==> config.mk <==
export PLATFORM = sky130hd
export DESIGN_NAME = cg_clock_gen
export DESIGN_NICKNAME = d
export VERILOG_FILES = /design/src/rtl/cg_pkg.sv /design/src/rtl/cg_clock_gen.sv /design/src/rtl/cg_tick_div.sv
export SDC_FILE = /design/constraint.sdc
export NUM_CORES = 1
export LEC_CHECK = 0
export BUFFER_PORTS_ARGS = -buffer_cell sky130_fd_sc_hd__buf_2
export CORE_MARGIN = 2
export CORE_UTILIZATION = 60
export DETAILED_ROUTE_END_ITERATION = 10
export GPL_TIMING_DRIVEN = 0
export PLACE_DENSITY = 0.77
export SETUP_SLACK_MARGIN = 0.05
export SYNTH_ARGS = -nofsm -noshare
export SYNTH_HDL_FRONTEND = slang
export SYNTH_SLANG_ARGS = --single-unit
==> constraint.sdc <==
create_clock -name i_clk -period 8.8 [get_ports i_clk]
set_input_delay 1.76 -clock i_clk [delete_from_list [all_inputs] [get_ports i_clk]]
set_output_delay 1.76 -clock i_clk [all_outputs]
set_load 0.005 [all_outputs]
==> src/rtl/cg_pkg.sv <==
// package: constants, register map and types of the clock generator
package cg_pkg;
	localparam int CLK_HZ  = 250_000_000;
	localparam int CLK_MHZ = 250;
	localparam int DW = 8;
	localparam int AW = 3;
	// register indices
	localparam logic [2:0] REG_CTRL    = 3'h0;
	localparam logic [2:0] REG_MULT    = 3'h1;
	localparam logic [2:0] REG_FILT_LO = 3'h2;
	localparam logic [2:0] REG_FILT_HI = 3'h3;
	localparam logic [2:0] REG_DIV     = 3'h4;
	localparam logic [2:0] REG_TRIM    = 3'h5;
	localparam logic [2:0] REG_STAT    = 3'h6;
	localparam logic [2:0] REG_RTI     = 3'h7;
	// control fields
	localparam int CTRL_MODE_LSB = 0;
	localparam int CTRL_RANGE    = 2;
	localparam int CTRL_HIGH_GAIN = 3;
	localparam int CTRL_FIX_EN    = 4;
	localparam int CTRL_LOSS_RST = 5;
	// status fields
	localparam int STAT_LOCK     = 0;
	localparam int STAT_LOL      = 1;
	localparam int STAT_REFV     = 2;
	localparam int STAT_LOC      = 3;
	localparam int STAT_HALF     = 4;
	localparam int STAT_SRC_LSB  = 5;
	// reset values
	localparam logic [7:0]  CTRL_RST = 8'h00;
	localparam logic [6:0]  MULT_RST = 7'h20;
	localparam logic [13:0] FILT_RST = 14'h1000;
	localparam logic [2:0]  DIV_RST  = 3'h0;
	localparam logic [7:0]  TRIM_RST = 8'h80;
	localparam logic [7:0]  TRIM_MID = 8'h80;
	// timing
	localparam int DBG_HZ      = 8_000_000;
	localparam int DBG_CYC     = CLK_HZ / DBG_HZ;
	localparam int IREF_HZ     = 243_000;
	localparam int IREF_CYC    = CLK_HZ / IREF_HZ;
	localparam int RTI_US      = 1000;
	localparam int RTI_CYC     = RTI_US * CLK_MHZ;
	localparam int TMO_HI_NS   = 2000;
	localparam int TMO_HI_CYC  = TMO_HI_NS * CLK_MHZ / 1000;
	localparam int TMO_LO_US   = 100;
	localparam int TMO_LO_CYC  = TMO_LO_US * CLK_MHZ;
	// loop band, as phase increment of a 16-bit accumulator
	localparam int FLL_MIN_HZ  = 8_000_000;
	localparam int FLL_MAX_HZ  = 40_000_000;
	localparam int ACC_HZ      = CLK_HZ / 65536;
	localparam logic [13:0] FILT_MIN = 14'(FLL_MIN_HZ / ACC_HZ);
	localparam logic [13:0] FILT_MAX = 14'(FLL_MAX_HZ / ACC_HZ);
	localparam int LOCK_TOL    = 1;
	localparam int UNLOCK_TOL  = 4;
	localparam int LOCK_WIN    = 3;
	localparam int STEP_SH     = 5;
	typedef enum logic [1:0] {
		MODE_SELF, MODE_ENG_INT, MODE_BYP_EXT, MODE_ENG_EXT
	} cg_mode_t;
	typedef enum logic [1:0] {SRC_OFF, SRC_OSC, SRC_EXT, SRC_LOOP} cg_src_t;
endpackage

==> src/rtl/cg_clock_gen.sv <==
// clock generator: reference monitor, loop, source select, divider
//
// Added by the designer: the address map and strobed register access.
`timescale 1ns/1ns
`default_nettype none
//
// Contract
// - reset comes up self-clocked, loop open, oscillator free running
// - self-clocked frequency set only by filter bits, no comparison
// - off mode holds output clock static; entered on stop
// - engaged internal multiplies internal reference, unlocked then locked
// - bypassed external routes external clock straight to output
// - engaged external multiplies external reference, unlocked then locked
// - status shows lock and later loss of lock
// - external reference monitored and its validity flagged
// - engaged with lost lock or clock adds extra halving
// - loss of clock or lock gives reset or interrupt, selectable
// - post divider picks power of two from 1 to 128
// - oscillator setting kept across deep stop for fast relock
// - oscillator keeps present frequency when reference disappears
// - switch to loop output only after lock
// - refuse any clock source that is not running
// - loop band 8 to 40 MHz, bus up to half of top
// - 8 MHz debug clock and trimmable 243 kHz reference
// - two crystal ranges, low and high, software selected
// - high gain select picks low power or high amplitude
// - fixed frequency enable gates fixed system clock
// - separate self-clocked source drives real-time interrupt
module cg_clock_gen #(
	parameter int TMO_LO = cg_pkg::TMO_LO_CYC,
	parameter int RTI_CYCLES = cg_pkg::RTI_CYC
) (
	input  wire logic       i_clk,
	input  wire logic       i_rst,
	input  wire logic [2:0] i_addr,
	input  wire logic [7:0] i_wdata,
	input  wire logic       i_wr_stb,
	input  wire logic       i_rd_stb,
	output logic [7:0]      o_rdata,
	input  wire logic       i_ext_ref,
	input  wire logic       i_stop,
	output logic            o_generator_output_clock,
	output logic            o_bus_clk_en,
	output logic            o_loop_multiplied_clock_en,
	output logic            o_external_reference_clock_en,
	output logic            o_debug_local_clock_en,
	output logic            o_fixed_system_clock_en,
	output logic            o_rti_clk_en,
	output logic            o_osc_range_high,
	output logic            o_osc_high_gain,
	output logic            o_locked,
	output logic            o_ref_valid,
	output logic            o_loss_reset,
	output logic            o_loss_irq
);
	logic [7:0]  ctrl_q;
	logic [6:0]  mult_q;
	logic [13:0] filter_q;
	logic [2:0]  div_q;
	logic [7:0]  trim_q;
	logic        rti_en_q;
	logic        ext_s1_q, ext_s2_q, ext_s3_q;
	logic [15:0] acc_q;
	logic        osc_tick_q;
	logic [7:0]  win_q;
	logic [1:0]  lock_cnt_q;
	logic        locked_q, locked_p_q;
	logic [17:0] mon_q;
	logic        ref_valid_q, ref_valid_p_q;
	logic        lol_q, loc_q;
	cg_pkg::cg_src_t src_q, src_req;
	logic [2:0]  div_act_q;
	logic        half_act_q;
	logic [8:0]  cnt_q;
	logic        out_q, fix_ph_q;
	logic        iref_tick;

	// register decode
	wire wr_ctrl = i_wr_stb && (i_addr == cg_pkg::REG_CTRL);
	wire wr_mult = i_wr_stb && (i_addr == cg_pkg::REG_MULT);
	wire wr_flo  = i_wr_stb && (i_addr == cg_pkg::REG_FILT_LO);
	wire wr_fhi  = i_wr_stb && (i_addr == cg_pkg::REG_FILT_HI);
	wire wr_div  = i_wr_stb && (i_addr == cg_pkg::REG_DIV);
	wire wr_trim = i_wr_stb && (i_addr == cg_pkg::REG_TRIM);
	wire wr_stat = i_wr_stb && (i_addr == cg_pkg::REG_STAT);
	wire wr_rti  = i_wr_stb && (i_addr == cg_pkg::REG_RTI);
	wire wr_filt = wr_flo || wr_fhi;

	wire cg_pkg::cg_mode_t mode = cg_pkg::cg_mode_t'(
		ctrl_q[cg_pkg::CTRL_MODE_LSB +: 2]);
	wire range_hi = ctrl_q[cg_pkg::CTRL_RANGE];
	wire fix_en   = ctrl_q[cg_pkg::CTRL_FIX_EN];
	wire loss_rst = ctrl_q[cg_pkg::CTRL_LOSS_RST];
	wire eng_mode = (mode == cg_pkg::MODE_ENG_INT) ||
		(mode == cg_pkg::MODE_ENG_EXT);
	wire ext_mode = (mode == cg_pkg::MODE_BYP_EXT) ||
		(mode == cg_pkg::MODE_ENG_EXT);

	always_ff @(posedge i_clk or posedge i_rst) begin
		if (i_rst) begin
			ctrl_q   <= cg_pkg::CTRL_RST;
			mult_q   <= cg_pkg::MULT_RST;
			div_q    <= cg_pkg::DIV_RST;
			trim_q   <= cg_pkg::TRIM_RST;
			rti_en_q <= 1'b0;
		end else begin
			if (wr_ctrl)
				ctrl_q <= i_wdata;
			if (wr_mult)
				mult_q <= i_wdata[6:0];
			if (wr_div)
				div_q <= i_wdata[2:0];
			if (wr_trim)
				trim_q <= i_wdata;
			if (wr_rti)
				rti_en_q <= i_wdata[0];
		end
	end

	// external reference pin, synchronised before use
	always_ff @(posedge i_clk or posedge i_rst) begin
		if (i_rst) begin
			ext_s1_q <= 1'b0;
			ext_s2_q <= 1'b0;
			ext_s3_q <= 1'b0;
		end else begin
			ext_s1_q <= i_ext_ref;
			ext_s2_q <= ext_s1_q;
			ext_s3_q <= ext_s2_q;
		end
	end
	wire ext_edge = ext_s2_q && !ext_s3_q;

	// reference monitor: timeout follows the crystal range
	wire [17:0] tmo = range_hi ? 18'(cg_pkg::TMO_HI_CYC) : 18'(TMO_LO);
	always_ff @(posedge i_clk or posedge i_rst) begin
		if (i_rst) begin
			mon_q         <= '1;
			ref_valid_q   <= 1'b0;
			ref_valid_p_q <= 1'b0;
		end else begin
			if (ext_edge)
				mon_q <= '0;
			else if (mon_q != '1)
				mon_q <= mon_q + 18'h1;
			ref_valid_q   <= (mon_q < tmo);
			ref_valid_p_q <= ref_valid_q;
		end
	end

	// controlled oscillator as a phase accumulator
	wire [16:0] acc_sum = {1'b0, acc_q} + {3'h0, filter_q};
	always_ff @(posedge i_clk or posedge i_rst) begin
		if (i_rst) begin
			acc_q      <= '0;
			osc_tick_q <= 1'b0;
		end else begin
			acc_q      <= acc_sum[15:0];
			osc_tick_q <= acc_sum[16];
		end
	end

	// internal references and the real-time interrupt source
	wire [17:0] iref_per = 18'(cg_pkg::IREF_CYC) + {10'h0, trim_q} -
		{10'h0, cg_pkg::TRIM_MID};
	cg_tick_div #(.W(18)) u_iref (
		.i_clk    (i_clk),
		.i_rst    (i_rst),
		.i_en     (1'b1),
		.i_period (iref_per),
		.o_tick   (iref_tick)
	);
	cg_tick_div #(.W(18)) u_dbg (
		.i_clk    (i_clk),
		.i_rst    (i_rst),
		.i_en     (1'b1),
		.i_period (18'(cg_pkg::DBG_CYC)),
		.o_tick   (o_debug_local_clock_en)
	);
	// free of the oscillator so the interrupt runs in any mode
	cg_tick_div #(.W(18)) u_rti (
		.i_clk    (i_clk),
		.i_rst    (i_rst),
		.i_en     (rti_en_q),
		.i_period (18'(RTI_CYCLES)),
		.o_tick   (o_rti_clk_en)
	);

	// loop: count oscillator ticks per reference period
	wire loop_run = (mode == cg_pkg::MODE_ENG_INT) ||
		((mode == cg_pkg::MODE_ENG_EXT) && ref_valid_q);
	wire ref_tick = (mode == cg_pkg::MODE_ENG_INT) ? iref_tick : ext_edge;
	wire eval     = loop_run && ref_tick;
	wire [8:0] tgt = {2'b00, mult_q};
	wire [8:0] win = {1'b0, win_q};
	wire slow     = win < tgt;
	wire [7:0] emag = slow ? 8'(tgt - win) : 8'(win - tgt);
	wire near     = emag <= 8'(cg_pkg::LOCK_TOL);
	wire far      = emag > 8'(cg_pkg::UNLOCK_TOL);
	wire [14:0] step = {2'b00, emag, 5'h0} >> (5 - cg_pkg::STEP_SH);
	wire [14:0] f_up = {1'b0, filter_q} + step;
	wire [14:0] f_dn = {1'b0, filter_q} - step;
	wire [13:0] f_hi = (f_up > {1'b0, cg_pkg::FILT_MAX}) ?
		cg_pkg::FILT_MAX : f_up[13:0];
	wire [13:0] f_lo = (f_dn[14] || f_dn < {1'b0, cg_pkg::FILT_MIN}) ?
		cg_pkg::FILT_MIN : f_dn[13:0];

	// filter is reset only by i_rst, so stop leaves the setting intact
	always_ff @(posedge i_clk or posedge i_rst) begin
		if (i_rst)
			filter_q <= cg_pkg::FILT_RST;
		else if (wr_flo)
			filter_q[7:0] <= i_wdata;
		else if (wr_fhi)
			filter_q[13:8] <= i_wdata[5:0];
		else if (eval && !near)
			filter_q <= slow ? f_hi : f_lo;
	end

	always_ff @(posedge i_clk or posedge i_rst) begin
		if (i_rst) begin
			win_q      <= '0;
			lock_cnt_q <= '0;
			locked_q   <= 1'b0;
			locked_p_q <= 1'b0;
		end else begin
			locked_p_q <= locked_q;
			if (ref_tick)
				win_q <= 8'(osc_tick_q);
			else if (osc_tick_q && win_q != 8'hff)
				win_q <= win_q + 8'h1;
			if (!loop_run) begin
				locked_q   <= 1'b0;
				lock_cnt_q <= '0;
			end else if (eval && near) begin
				if (lock_cnt_q == 2'(cg_pkg::LOCK_WIN - 1))
					locked_q <= 1'b1;
				else
					lock_cnt_q <= lock_cnt_q + 2'h1;
			end else if (eval && far) begin
				locked_q   <= 1'b0;
				lock_cnt_q <= '0;
			end
		end
	end

	// sticky loss flags, write one to clear, a new loss wins
	wire lol_set = locked_p_q && !locked_q;
	wire loc_set = ref_valid_p_q && !ref_valid_q && ext_mode;
	always_ff @(posedge i_clk or posedge i_rst) begin
		if (i_rst) begin
			lol_q <= 1'b0;
			loc_q <= 1'b0;
		end else begin
			lol_q <= lol_set ||
				(lol_q && !(wr_stat && i_wdata[cg_pkg::STAT_LOL]));
			loc_q <= loc_set ||
				(loc_q && !(wr_stat && i_wdata[cg_pkg::STAT_LOC]));
		end
	end
	wire half_en = eng_mode && (lol_q || loc_q);

	// requested source; a dead source is never taken
	always_comb begin
		src_req = cg_pkg::SRC_OSC;
		if (i_stop)
			src_req = cg_pkg::SRC_OFF;
		else
			case (mode)
			cg_pkg::MODE_SELF:
				src_req = cg_pkg::SRC_OSC;
			cg_pkg::MODE_ENG_INT:
				if (locked_q)
					src_req = cg_pkg::SRC_LOOP;
			cg_pkg::MODE_BYP_EXT:
				if (ref_valid_q)
					src_req = cg_pkg::SRC_EXT;
			cg_pkg::MODE_ENG_EXT:
				if (locked_q && ref_valid_q)
					src_req = cg_pkg::SRC_LOOP;
			default:
				src_req = cg_pkg::SRC_OSC;
			endcase
	end

	// post divider; source and divisor change only on a falling edge or while the source is off
	wire tick_sel = (src_q == cg_pkg::SRC_EXT) ? ext_edge :
		(src_q == cg_pkg::SRC_OFF) ? 1'b0 : osc_tick_q;
	wire [8:0] lim = half_act_q ? (9'h2 << div_act_q) :
		(9'h1 << div_act_q);
	wire at_lim = (cnt_q == lim - 9'h1);
	wire safe = (src_q == cg_pkg::SRC_OFF) || (tick_sel && at_lim && out_q);
	always_ff @(posedge i_clk or posedge i_rst) begin
		if (i_rst) begin
			src_q        <= cg_pkg::SRC_OSC;
			div_act_q    <= cg_pkg::DIV_RST;
			half_act_q   <= 1'b0;
			cnt_q        <= '0;
			out_q        <= 1'b0;
			o_bus_clk_en <= 1'b0;
		end else begin
			if (safe) begin
				src_q      <= src_req;
				div_act_q  <= div_q;
				half_act_q <= half_en;
			end
			o_bus_clk_en <= tick_sel && at_lim && !out_q;
			if (src_q == cg_pkg::SRC_OFF)
				cnt_q <= '0;
			else if (tick_sel) begin
				cnt_q <= at_lim ? '0 : cnt_q + 9'h1;
				if (at_lim)
					out_q <= !out_q;
			end
		end
	end
	assign o_generator_output_clock = out_q;

	// fixed system clock: external reference halved, gated
	always_ff @(posedge i_clk or posedge i_rst) begin
		if (i_rst) begin
			fix_ph_q                      <= 1'b0;
			o_fixed_system_clock_en       <= 1'b0;
			o_loop_multiplied_clock_en    <= 1'b0;
			o_external_reference_clock_en <= 1'b0;
		end else begin
			if (ext_edge)
				fix_ph_q <= !fix_ph_q;
			o_fixed_system_clock_en <= fix_en && ext_edge && fix_ph_q;
			o_loop_multiplied_clock_en    <= osc_tick_q;
			o_external_reference_clock_en <= ext_edge;
		end
	end

	// read port, data in the cycle after the strobe
	wire [7:0] stat = {1'b0, 2'(src_q), half_act_q, loc_q, ref_valid_q,
		lol_q, locked_q};
	wire [7:0] rd_mux =
		(i_addr == cg_pkg::REG_CTRL)    ? ctrl_q :
		(i_addr == cg_pkg::REG_MULT)    ? {1'b0, mult_q} :
		(i_addr == cg_pkg::REG_FILT_LO) ? filter_q[7:0] :
		(i_addr == cg_pkg::REG_FILT_HI) ? {2'b00, filter_q[13:8]} :
		(i_addr == cg_pkg::REG_DIV)     ? {5'h0, div_q} :
		(i_addr == cg_pkg::REG_TRIM)    ? trim_q :
		(i_addr == cg_pkg::REG_STAT)    ? stat : {7'h0, rti_en_q};
	always_ff @(posedge i_clk or posedge i_rst) begin
		if (i_rst)
			o_rdata <= '0;
		else
			o_rdata <= i_rd_stb ? rd_mux : 8'h00;
	end

	assign o_osc_range_high = range_hi;
	assign o_osc_high_gain  = ctrl_q[cg_pkg::CTRL_HIGH_GAIN];
	assign o_locked         = locked_q;
	assign o_ref_valid      = ref_valid_q;
	assign o_loss_reset     = (lol_q || loc_q) && loss_rst;
	assign o_loss_irq       = (lol_q || loc_q) && !loss_rst;
endmodule
`default_nettype wire

==> src/rtl/cg_tick_div.sv <==
// periodic one-cycle tick from a programmable cycle count
`timescale 1ns/1ns
`default_nettype none
module cg_tick_div #(
	parameter int W = 18
) (
	input  wire logic         i_clk,
	input  wire logic         i_rst,
	input  wire logic         i_en,
	input  wire logic [W-1:0] i_period,
	output logic              o_tick
);
	logic [W-1:0] cnt_q;
	wire          wrap = (cnt_q >= i_period - W'(1));

	always_ff @(posedge i_clk or posedge i_rst) begin
		if (i_rst) begin
			cnt_q  <= '0;
			o_tick <= 1'b0;
		end else if (!i_en) begin
			cnt_q  <= '0;
			o_tick <= 1'b0;
		end else begin
			cnt_q  <= wrap ? '0 : cnt_q + W'(1);
			o_tick <= wrap;
		end
	end
endmodule
`default_nettype wire

==> flow_summary.json, run 1 <==
{
  "status": "finished, final reports clean",
  "finClkSkew_ns": 0.01007,
  "die-area_mm2": 0.02001,
  "core_area_mm2": 0.01864,
  "die_x_um": 141.5,
  "r2r_start": "win_q[0]$_DFFE_PP0P_",
  "start_kind": "flip-flop",
  "clkLatencyLatePin_ns": 0.44,
  "critPathMostFrequentCell": "inv_1",
  "drc": 0,
  "clkTransAtPathRegs_ns": 0.08,
  "worst_pin_slew_ns": 1.316,
  "avgSynthCellArea_um2": 9.415,
  "setup_tns_ns": 0,
  "critical_path_arrival_ns": 6.48,
  "rsz0062_at_grt": "no",
  "max_stage_delay_ns": 0.52,
  "gr-total-overflow": 0,
  "met1_length_um": 11750,
  "synth_warnings": 0,
  "synthesis.area_mm2": 0.01134,
  "nets": 1383,
  "vias_per_cell": 5.974,
  "routedWlPerCell_um": 17.29,
  "synth_top_area_frac": 0.3510,
  "via_count": 9117,
  "rows": 50,
  "finalSetupViolations": 0,
  "leakage_nw": 5.640,
  "peakVddDrop_mv": 0.2770,
  "drtAntennaViolNets": 0,
  "fp.dieH_um": 141.5,
  "grt_pass1_vias": 8701,
  "start_util": 0.6081,
  "placed_area_mm2": 0.01192,
  "holdCritStartpoint": "ext_s1_q$_DFF_PP0_",
  "grt_max_degree": 105,
  "ys_seq_area_frac": 0.4020,
  "grt_usage": 0.2726,
  "worstPathRequired_ns": 9.12,
  "p_per_area_mw_per_mm2": 329.7,
  "cp_max_fo": 10,
  "drv_slew": 0,
  "reg2reg_depth": 23,
  "ys_seq_elements": 181,
  "cts-buffers-inserted": 17,
  "top_layer_used": "met4",
  "hold_violations": 0,
  "netlist_top_cells_count": "dfrtp_1, nor2_1, ha_1, inv_1, nand2_1",
  "routed_wl_um": 26380,
  "n_fill_cell": 1502,
  "stdcell_area_mm2": 0.01253,
  "cts-resized-gates": 0,
  "clkSinkCount": 181,
  "endpoint_kind": "flip-flop",
  "relSlewSlack": 0.1159,
  "setup.worst_path.start": "win_q[0]$_DFFE_PP0P_",
  "port_buffers": 37,
  "critical_path.cell_chain": "inv_1 -> ha_1 -> inv_1 -> fa_1 -> a211oi_2 -> o211a_1 -> or2_1 -> buf_6 -> buf_2 -> mux2i_1 -> xor2_1 -> inv_1 -> ha_1 -> clkbuf_1 -> a211o_1 -> o21bai_1 -> a211oi_1 -> nor4_1 -> o22ai_1 -> a21oi_1 -> a221oi_1 -> a21o_1 -> mux2_2",
  "root_buffer": "clkbuf_16",
  "synth_most_common_cell": "dfrtp_1",
  "drive_gt1_frac": 0.1153,
  "ff_latch_area_mm2": 0.004557,
  "syn2layout_area_growth_pct": 10.51,
  "cts_tree": "built",
  "grt_first_pass_wirelength_um": 43790,
  "synth_area_leader_cell": "dfrtp_1",
  "first_pass_iters": 5,
  "antenna_found_initial": 0,
  "clockBufferDepth": 2,
  "path_class": "reg2reg",
  "drv_cap": 0,
  "timing.fmax_mhz": 162.4,
  "gp_congestion": 0.9329,
  "yosys_most_used_dff": "dfrtp_1",
  "hold-path-cell-count": 0,
  "antenna_cells": 0,
  "wl_met2_um": 12680,
  "met3_length_um": 1306,
  "cts_setup_buffers": 0,
  "hp-class": "reg2reg",
  "postSynthCellCount": 1204,
  "final.min_clock_period_ns": 6.156,
  "multi_input_area_mm2": 0.006387,
  "drt_iter0_drc": 585,
  "ctsHoldBuffers": 0,
  "cts_max_level": 4,
  "fin_crit_sh": 0.6996,
  "ys_async_sr_fraction": 1.000,
  "slowest_stage": "a21oi_1",
  "synth-edff-count": 0,
  "synthDistinctLibCells": 85,
  "dp_hpwl_um": 19210,
  "io_pins": 38,
  "synth_area_leaders": "dfrtp_1, ha_1, dfstp_2"
}
-- critical path: cells and delay by family, from the launching register on --
family / cells / cell delay [ns]
xor+xnor: 1 / 0.39
fa+ha+maj: 3 / 0.94
simple gates: 2 / 0.48
compound gates: 9 / 2.36
mux: 2 / 0.52
flops: 1 / 0.46
buf+inv: 6 / 0.89
-- placed cells by master, fill, tap and decap left out, types with 6 or more instances in the layout --
cell       synthesis  routed
a211oi_1           9       9
o22ai_1            8       8
a21o_1            23      23
or4_1              7       7
o21ai_0           61      61
nand3_1           58      58
dfstp_2           22      22
or3_1             10      10
and3_1            16      16
o211ai_1          10      10
buf_2              4      41
mux4_2             6       6
nand2_1           79      79
ha_1              82      82
clkbuf_1          23      23
o31ai_1            6       6
dfrtp_1          159     159
and2_1             6       6
nand2b_1          14      14
mux2i_1           11      11
o21a_1             7       7
xor2_1            42      42
a21oi_1           49      49
conb_1             2      20
mux2_2            22      22
clkinv_8           0       6
nor4_1             6       6
a31oi_1           14      14
clkbuf_16          0      17
xnor2_1           54      54
nor2b_1           23      23
o21bai_1           6       6
nor3_1            29      29
nor2_1           134     134
nand4_1           19      19
inv_1             82      81
-- flip-flops by register name, summed over array words and instances (netlist names), 3 cells and up --
name and count:
mon_q 18, u_dbg.cnt_q 18, u_iref.cnt_q 18, u_rti.cnt_q 18
acc_q 16, filter_q 14, cnt_q 9, ctrl_q 8
o_rdata 8, trim_q 8, win_q 8, mult_q 7
div_act_q 3, div_q 3
-- stage by stage --
stage | power (mW) | util | setup WS [ns] | cells | hold slack [ns]
after floorplan | 2.834 | - | 2.161 | 1222 | 0.3312
after global placement | 3.246 | 0.6373 | 0.1754 | 1493 | 0.3339
after detailed placement | 3.316 | 0.6392 | 2.821 | 1494 | 0.3449
final | 4.130 | 0.6719 | 2.644 | 1526 | 0.3571
after CTS | 4.118 | 0.6719 | 2.773 | 1526 | 0.3621
after global routing | 4.450 | 0.6719 | 2.339 | 1526 | 0.3718
-- metal layers --
layer | track usage | vias up
met5 | 0 | -
met4 | 0.07526 | 0
met3 | 0.04219 | 52
met2 | 0.4548 | 268
met1 | 0.3736 | 4399
li1 | - | 4398
-- final timing paths --
check                                             to  slack (ns)
max in group asynchronous      mon_q[15]$_DFFE_PP1P_        6.51
hold / removal                    ext_s2_q$_DFF_PP0_        0.36
setup / recovery            filter_q[11]$_DFFE_PP0P_        2.64
min in group asynchronous  u_rti.cnt_q[10]$_DFF_PP0_        1.38
setup reg to reg            filter_q[11]$_DFFE_PP0P_        2.64
hold reg to reg                   ext_s2_q$_DFF_PP0_        0.36
-- layout make-up --
type | instances | area share
plain buffers | 32 | 0.01179
clock buffers | 17 | 0.03396
clock inverters | 15 | 0.01478
inverters | 83 | 0.02547
multi-input cells | 926 | 0.5099
flip-flops and latches | 181 | 0.3638
well taps | 234 | 0.02337
repair buffers | 38 | 0.01698
-- logic make-up (layout without fill, tap and decap cells) --
logic type | Yosys count | in the layout | share of synthesized area
AOI/OAI and AO/OA | 258 | 258 | 0.1544
muxes | 41 | 41 | 0.04680
other | 2 | 20 | 0.0006625
DFF | 181 | 181 | 0.4020
and+or+nand+nor | 423 | 423 | 0.1812
adders and majority gates | 88 | 88 | 0.1002
xor gates and xnor gates | 96 | 96 | 0.07417
buffers and inverters | 115 | 185 | 0.04051
-- power breakdown --
part	switching [mW]	internal (mW)	total [mW]
registers	0.191	1.02	1.21
logic	1.23	0.919	2.15
clock network	0.390	0.386	0.776
total	1.81	2.32	4.13
Note: power is estimated with default switching activity, not from simulation.
==> run 2: changes to the inputs <==
--- a/config.mk
+++ b/config.mk
@@ -5,6 +5,7 @@
 export SDC_FILE = /design/constraint.sdc
 export NUM_CORES = 1
 export LEC_CHECK = 0
+export ABC_AREA = 1
 export BUFFER_PORTS_ARGS = -buffer_cell sky130_fd_sc_hd__buf_2
 export CORE_MARGIN = 2
 export CORE_UTILIZATION = 60
==> constraint.sdc (replaced) <==
create_clock -name i_clk -period 6.4 [get_ports i_clk]
set_input_delay 1.28 -clock i_clk [delete_from_list [all_inputs] [get_ports i_clk]]
set_output_delay 1.28 -clock i_clk [all_outputs]
set_load 0.005 [all_outputs]
==> run 2 against run 1 <==
Compared with the run above:
- total power rose by 33%
- critical path depth rose by 1
- combinational power rose by 33%
- area after synthesis rose by 3.2%
- fmax rose by 44%
- clock skew rose by 0.0023 ns
- cell area rose by 3.1%
- clock power rose by 35%
- via count rose by 14%
==> flow_summary.json, run 2 <==
{
  "drv_slew": 0,
  "die-area_mm2": 0.02063,
  "drv_cap": 0,
  "start_kind": "flip-flop",
  "ys_async_sr_fraction": 1.000,
  "ctsHoldBuffers": 0,
  "grt_pass1_vias": 9814,
  "peakVddDrop_mv": 0.3662,
  "final_common_cell": "nand2_1",
  "p_clk_frac": 0.191,
  "dp_hpwl_um": 20990,
  "grt_usage": 0.2844,
  "max_stage_delay_ns": 0.60,
  "via_count": 10380,
  "synth-edff-count": 0,
  "p_comb_frac": 0.518,
  "fin_util": 0.6703,
  "worstPathRequired_ns": 6.73,
  "p_int_mw": 2.947,
  "gr-total-overflow": 0,
  "gp_congestion": 0.9359,
  "hold_violations": 0,
  "drive_gt1_frac": 0.09264,
  "slowest_stage": "dfstp_2",
  "netlist_top_cells_count": "nand2_1, inv_1, dfrtp_1",
  "hp-class": "reg2reg",
  "syn2layout_area_growth_pct": 10.43,
  "endpoint_kind": "flip-flop",
  "critical_path_arrival_ns": 4.61,
  "path_class": "reg2reg",
  "reg2reg_to": "filter_q[4]$_DFFE_PP0P_",
  "r2r_start": "mult_q[5]$_DFFE_PP1P_",
  "r2r_slack_ns": 2.12,
  "critPathCapture": "filter_q[4]$_DFFE_PP0P_",
  "n_fill_cell": 1706,
  "post-place-ws_ns": 2.241,
  "clkLatencyLatePin_ns": 0.44,
  "vias_per_cell": 5.479,
  "port_buffers": 37,
  "final.min_clock_period_ns": 4.280,
  "final_cell_mix": "nand2_1, inv_1, dfrtp_1",
  "drtAntennaViolNets": 0,
  "timing.fmax_mhz": 233.6,
  "synth_most_common_cell": "nand2_1",
  "leakage_nw": 6.546,
  "yosys_most_used_dff": "dfrtp_1",
  "synth_warnings": 0,
  "switchingPower_mw": 2.564,
  "first_pass_iters": 6,
  "synth_top_area_frac": 0.3401,
  "ff_latch_area_mm2": 0.004557,
  "antenna_cells": 0,
  "nets": 1721,
  "relSlewSlack": 0.5225,
  "fp.dieH_um": 143.6,
  "status": "finished, final reports clean",
  "clkSinkCount": 181,
  "finalNonFillerCells": 1895,
  "postSynthCellCount": 1542,
  "p_per_area_mw_per_mm2": 426.7,
  "reg2reg_depth": 24,
  "antenna_found_initial": 0,
  "clkTransAtPathRegs_ns": 0.08,
  "start_util": 0.6070,
  "setup_ws_ns": 2.120,
  "swShare": 0.4652,
  "grt_first_pass_wirelength_um": 46460,
  "synth_area_leaders": "dfrtp_1, nand2_1, ha_1",
  "ys_seq_area_frac": 0.3896,
  "finalSetupViolations": 0,
  "cts-resized-gates": 0,
  "clockBufferDepth": 2,
  "whs_ns": 0.3490,
  "setup.worst_path.start": "mult_q[5]$_DFFE_PP1P_",
  "multi_input_area_mm2": 0.006346,
  "rows": 51,
  "drt_iter0_drc": 677,
  "p_total_mw": 5.511,
  "dpl.cell_count": 1863,
  "cts_max_level": 4,
  "io_pins": 38,
  "die_x_um": 143.6,
  "critPathMostFrequentCell": "nand2_1",
  "holdCritStartpoint": "ext_s1_q$_DFF_PP0_",
  "finClkSkew_ns": 0.01241,
  "rsz0062_at_grt": "no",
  "critical_path.cell_chain": "inv_1 -> ha_1 -> a21oi_1 -> o21ai_0 -> a21oi_2 -> buf_4 -> nand2_1 -> nand2_1 -> inv_1 -> ha_1 -> buf_2 -> inv_1 -> a21oi_1 -> nand3_1 -> nand2_1 -> nand2_1 -> nand2_1 -> nand2_1 -> a21oi_1 -> nand2_1 -> nand3_2 -> nand3_2 -> nand2_1 -> nand2_1",
  "avgSynthCellArea_um2": 7.586,
  "synthDistinctLibCells": 58,
  "cts-buffers-inserted": 17,
  "worst_pin_slew_ns": 0.7115,
  "drc": 0,
  "cp_max_fo": 10,
  "fin_crit_sh": 0.6688,
  "cts_tree": "built",
  "synthesis.area_mm2": 0.01170,
  "synth_area_leader_cell": "dfrtp_1",
  "routedWlPerCell_um": 14.61,
  "routed_wl_um": 27690,
  "p_seq_frac": 0.291,
  "cts_setup_buffers": 0,
  "core_area_mm2": 0.01927,
  "ys_seq_elements": 181,
  "grt_max_degree": 95,
  "root_buffer": "clkbuf_16"
}
-- run 2: cell type report --
type / count / share of cell area
multi-input combinational: 1156 / 0.4913
timing repair buffer: 38 / 0.01647
clock buffer: 18 / 0.03400
clock inverter: 14 / 0.01250
inverter: 203 / 0.05976
buffer: 20 / 0.007555
sequential: 181 / 0.3528
tap: 265 / 0.02567
-- run 2: power by group through the flow --
stage / Combinational [mW] / Clock [mW] / Sequential (mW)
global route: 3.30 / 1.12 / 1.63
finish: 2.85 / 1.05 / 1.61
detailed placement: 2.81 / 0 / 1.62
global placement: 2.75 / 0 / 1.61
CTS: 2.83 / 1.07 / 1.60
floorplan: 2.28 / 0 / 1.53
-- run 2: critical path, delay by kind of cell (launching register included) --
family          cells  cell delay, ns
simple gates       12            1.32
compound gates      5            1.00
buf+inv             5            0.61
flops               1            0.60
fa+ha+maj           2            0.66
-- run 2: stage by stage --
| step | setup TNS [ns] | area (µm²) |
|---|---|---|
| detailed placement | 0 | 12320 |
| finish | 0 | 12920 |
| CTS | 0 | 12920 |
| global route | 0 | 12920 |
| global placement | -279.00 | 12280 |
| floorplan | 0 | 11770 |
-- run 2: per-layer routing --
metal / vias up / share of wire / track usage
met3: 45 / 0.061 / 0.06165
met2: 264 / 0.45 / 0.4531
met5: - / 0 / 0
met1: 4875 / 0.47 / 0.3958
met4: 0 / 0.018 / 0.07585
li1: 5198 / - / -
-- run 2: cells by family after synthesis --
logic type / count (synthesis) / share of synthesized area
and+or+nand+nor: 762 / 0.2859
buffers and inverters: 223 / 0.07370
adders and majority gates: 87 / 0.09627
xor gates and xnor gates: 59 / 0.04418
other: 2 / 0.0006420
AOI/OAI and AO/OA: 228 / 0.1097
DFF: 181 / 0.3896
-- run 2: worst min-delay path by stage --
stage,to,cells past startpoint
after detailed placement,ext_s2_q$_DFF_PP0_,0
after floorplan,ext_s2_q$_DFF_PP0_,0
after global routing,ext_s2_q$_DFF_PP0_,0
after global placement,ext_s2_q$_DFF_PP0_,0
after CTS,ext_s2_q$_DFF_PP0_,0
final,ext_s2_q$_DFF_PP0_,0
==> run 3: changes to the inputs <==
--- a/config.mk
+++ b/config.mk
@@ -5,10 +5,10 @@
 export SDC_FILE = /design/constraint.sdc
 export NUM_CORES = 1
 export LEC_CHECK = 0
-export ABC_AREA = 1
+export ABC_AREA = 0
 export BUFFER_PORTS_ARGS = -buffer_cell sky130_fd_sc_hd__buf_2
 export CORE_MARGIN = 2
-export CORE_UTILIZATION = 60
+export CORE_UTILIZATION = 57
 export DETAILED_ROUTE_END_ITERATION = 10
 export GPL_TIMING_DRIVEN = 0
 export PLACE_DENSITY = 0.77
==> constraint.sdc (replaced) <==
create_clock -name i_clk -period 3.8 [get_ports i_clk]
set_input_delay 0.76 -clock i_clk [delete_from_list [all_inputs] [get_ports i_clk]]
set_output_delay 0.76 -clock i_clk [all_outputs]
set_load 0.005 [all_outputs]
==> run 3 against run 2 <==
Compared with the run above:
- the run now ends with setup timing left
- clock skew about the same
- non-clock buffer count up 54
- utilization up 2.0 points
- fmax down 13%
- routed wire length up 4.2%
- sequential power up 74%
- total power up 110%
- setup slack worse by 3.2 ns
- first-iteration DRC count up 9.2%
- combinational power up 140%
==> flow_summary.json, run 3 (same netlist as run 1, synthesis figures left out) <==
{
  "status": "finished, violations left",
  "gr-total-overflow": 0,
  "slowest_stage": "or4_1",
  "worstPathRequired_ns": 4.13,
  "drive_gt1_frac": 0.1957,
  "setup_tns_ns": -13.66,
  "drc": 0,
  "fp.dieH_um": 145.0,
  "start_util": 0.5824,
  "vias_per_cell": 6.019,
  "gp_congestion": 0.9362,
  "clockBufferDepth": 2,
  "critPathMostFrequentCell": "inv_2",
  "hold_violations": 0,
  "p_clk_frac": 0.161,
  "rows": 51,
  "p_seq_frac": 0.246,
  "first_pass_iters": 5,
  "routedWlPerCell_um": 18.04,
  "antenna_found_initial": 1,
  "p_int_mw": 6.331,
  "ctsHoldBuffers": 0,
  "critical_path_arrival_ns": 5.23,
  "clkLatencyLatePin_ns": 0.45,
  "fin_crit_sh": 1.289,
  "root_buffer": "clkbuf_16",
  "drv_cap": 0,
  "critical_path.cell_chain": "inv_2 -> ha_4 -> inv_2 -> fa_2 -> a211oi_4 -> o211a_1 -> or2_1 -> buf_6 -> buf_12 -> mux2i_4 -> xor2_2 -> inv_2 -> ha_4 -> nor3_2 -> or4_1 -> a2111o_1 -> o22ai_2 -> o2111ai_2 -> nand3_2 -> o21bai_4 -> or2b_4 -> a22o_1",
  "drtAntennaViolNets": 0,
  "final_common_cell": "dfrtp_1",
  "fin_util": 0.6903,
  "io_pins": 38,
  "setup_ws_ns": -1.098,
  "path_class": "reg2reg",
  "cts-buffers-inserted": 17,
  "rsz0062_at_grt": "yes",
  "p_comb_frac": 0.594,
  "relSlewSlack": 0.07965,
  "timing.fmax_mhz": 204.2,
  "grt_pass1_vias": 9087,
  "endpoint_kind": "flip-flop",
  "nets": 1425,
  "routed_wl_um": 28860,
  "swShare": 0.4454,
  "p_per_area_mw_per_mm2": 849.6,
  "cp_max_fo": 5,
  "via_count": 9630,
  "cts_tree": "built",
  "final.min_clock_period_ns": 4.898,
  "grt_max_degree": 41,
  "die_x_um": 145.0,
  "switchingPower_mw": 5.084,
  "violations": "setup timing",
  "core_area_mm2": 0.01946,
  "drt_iter0_drc": 739,
  "drv_slew": 0,
  "n_fill_cell": 1407,
  "clkTransAtPathRegs_ns": 0.08,
  "finClkSkew_ns": 0.01263,
  "start_kind": "flip-flop",
  "grt_first_pass_wirelength_um": 45610,
  "grt_usage": 0.2661,
  "hp-class": "reg2reg",
  "cts_max_level": 4,
  "worst_pin_slew_ns": 1.370,
  "clkSinkCount": 181,
  "peakVddDrop_mv": 0.7968,
  "syn2layout_area_growth_pct": 18.52,
  "final_cell_mix": "dfrtp_1, nor2_1, inv_1, ha_1, nand2_1",
  "die-area_mm2": 0.02103,
  "dp_hpwl_um": 19510,
  "leakage_nw": 6.002,
  "max_stage_delay_ns": 0.47,
  "port_buffers": 37,
  "finalSetupViolations": 14,
  "whs_ns": 0.3527
}
run 3: cell count changes in the layout (fill, tap and decap cells not counted), moves of 13 or more:
cell | before | now
nand2_1 | 388 | 76
o21ai_0 | 93 | 54
a21oi_1 | 76 | 46
inv_1 | 197 | 78
nor2b_1 | 0 | 22
nand4_1 | 37 | 19
xnor2_1 | 17 | 50
nand2_2 | 16 | 2
nand2b_1 | 1 | 14
buf_4 | 2 | 37
nand3_1 | 113 | 54
mux2_2 | 0 | 22
a21o_1 | 1 | 23
run 3: layer usage:
metal / track usage / wire (µm) / vias up
met4: 0.09653 / 1180 / 0
met3: 0.04025 / 1573 / 91
met5: 0 / 0 / -
li1: - / - / 4490
met2: 0.4338 / 13890 / 389
met1: 0.3629 / 12220 / 4660
run 3: power by group through the flow:
stage / sequential (mW) / combinational (mW) / clock [mW]
2_1_floorplan: 2.66 / 4.11 / 0
3_3_place_gp: 2.81 / 4.93 / 0
3_5_place_dp: 2.82 / 5.06 / 0
4_1_cts: 2.79 / 5.80 / 1.85
5_1_grt: 2.85 / 7.34 / 1.93
6_report: 2.80 / 6.78 / 1.83
run 3: final timing paths:
check / start / endpoint / slack [ns] / cells past startpoint
max: win_q[0]$_DFFE_PP0P_ / filter_q[3]$_DFFE_PP0P_ / -1.10 / 22
min: ext_s1_q$_DFF_PP0_ / ext_s2_q$_DFF_PP0_ / 0.35 / 0
max reg2reg: win_q[0]$_DFFE_PP0P_ / filter_q[3]$_DFFE_PP0P_ / -1.10 / 22
min reg2reg: ext_s1_q$_DFF_PP0_ / ext_s2_q$_DFF_PP0_ / 0.35 / 0
max in group asynchronous: i_rst / mon_q[4]$_DFFE_PP1P_ / 2.17 / 5
min in group asynchronous: i_rst / u_dbg.cnt_q[7]$_DFF_PP0_ / 0.40 / 2
run 3: area by class of cell:
class                           count  area, µm²  area share
Multi-Input combinational cell    926       6858      0.5104
Sequential cell                   181       4558      0.3393
Timing Repair Buffer               82      588.1     0.04377
Clock buffer                       17      425.4     0.03166
Tap cell                          265      331.6     0.02468
Inverter                           83      315.3     0.02347
Clock inverter                     15      191.4     0.01425
Buffer                             30      165.2     0.01229
Antenna cell                        1      2.502   0.0001863
run 3: through the flow:
step                total power [mW]  instances  instance area, µm²  setup slack [ns]
floorplan                      6.771       1222               11500           -0.8089
global placement               7.736       1524               12020            -1.526
detailed placement             7.885       1528               12100            -1.613
CTS                            10.44       1583               13120            -1.119
global route                   12.12       1600               13440            -1.241
finish                         11.41       1600               13440            -1.098
run 3: critical path, delay by kind of cell, from the launching register on:
kind	cells	cell delay [ns]
buffers and inverters	5	0.42
flip-flops	1	0.43
XOR/XNOR	1	0.28
adder cells (fa/ha/maj)	3	0.80
AO/OA/AOI/OAI	7	1.54
multiplexers	1	0.23
AND/OR/NAND/NOR	5	1.08
run 3: repair_timing:
item / in CTS / in global routing
buffers inserted: 25 / 17
gates resized for setup: 44 / 48
pin swaps: 24 / 30
gates cloned: 0 / 0
setup endpoints to repair: 17 / 39
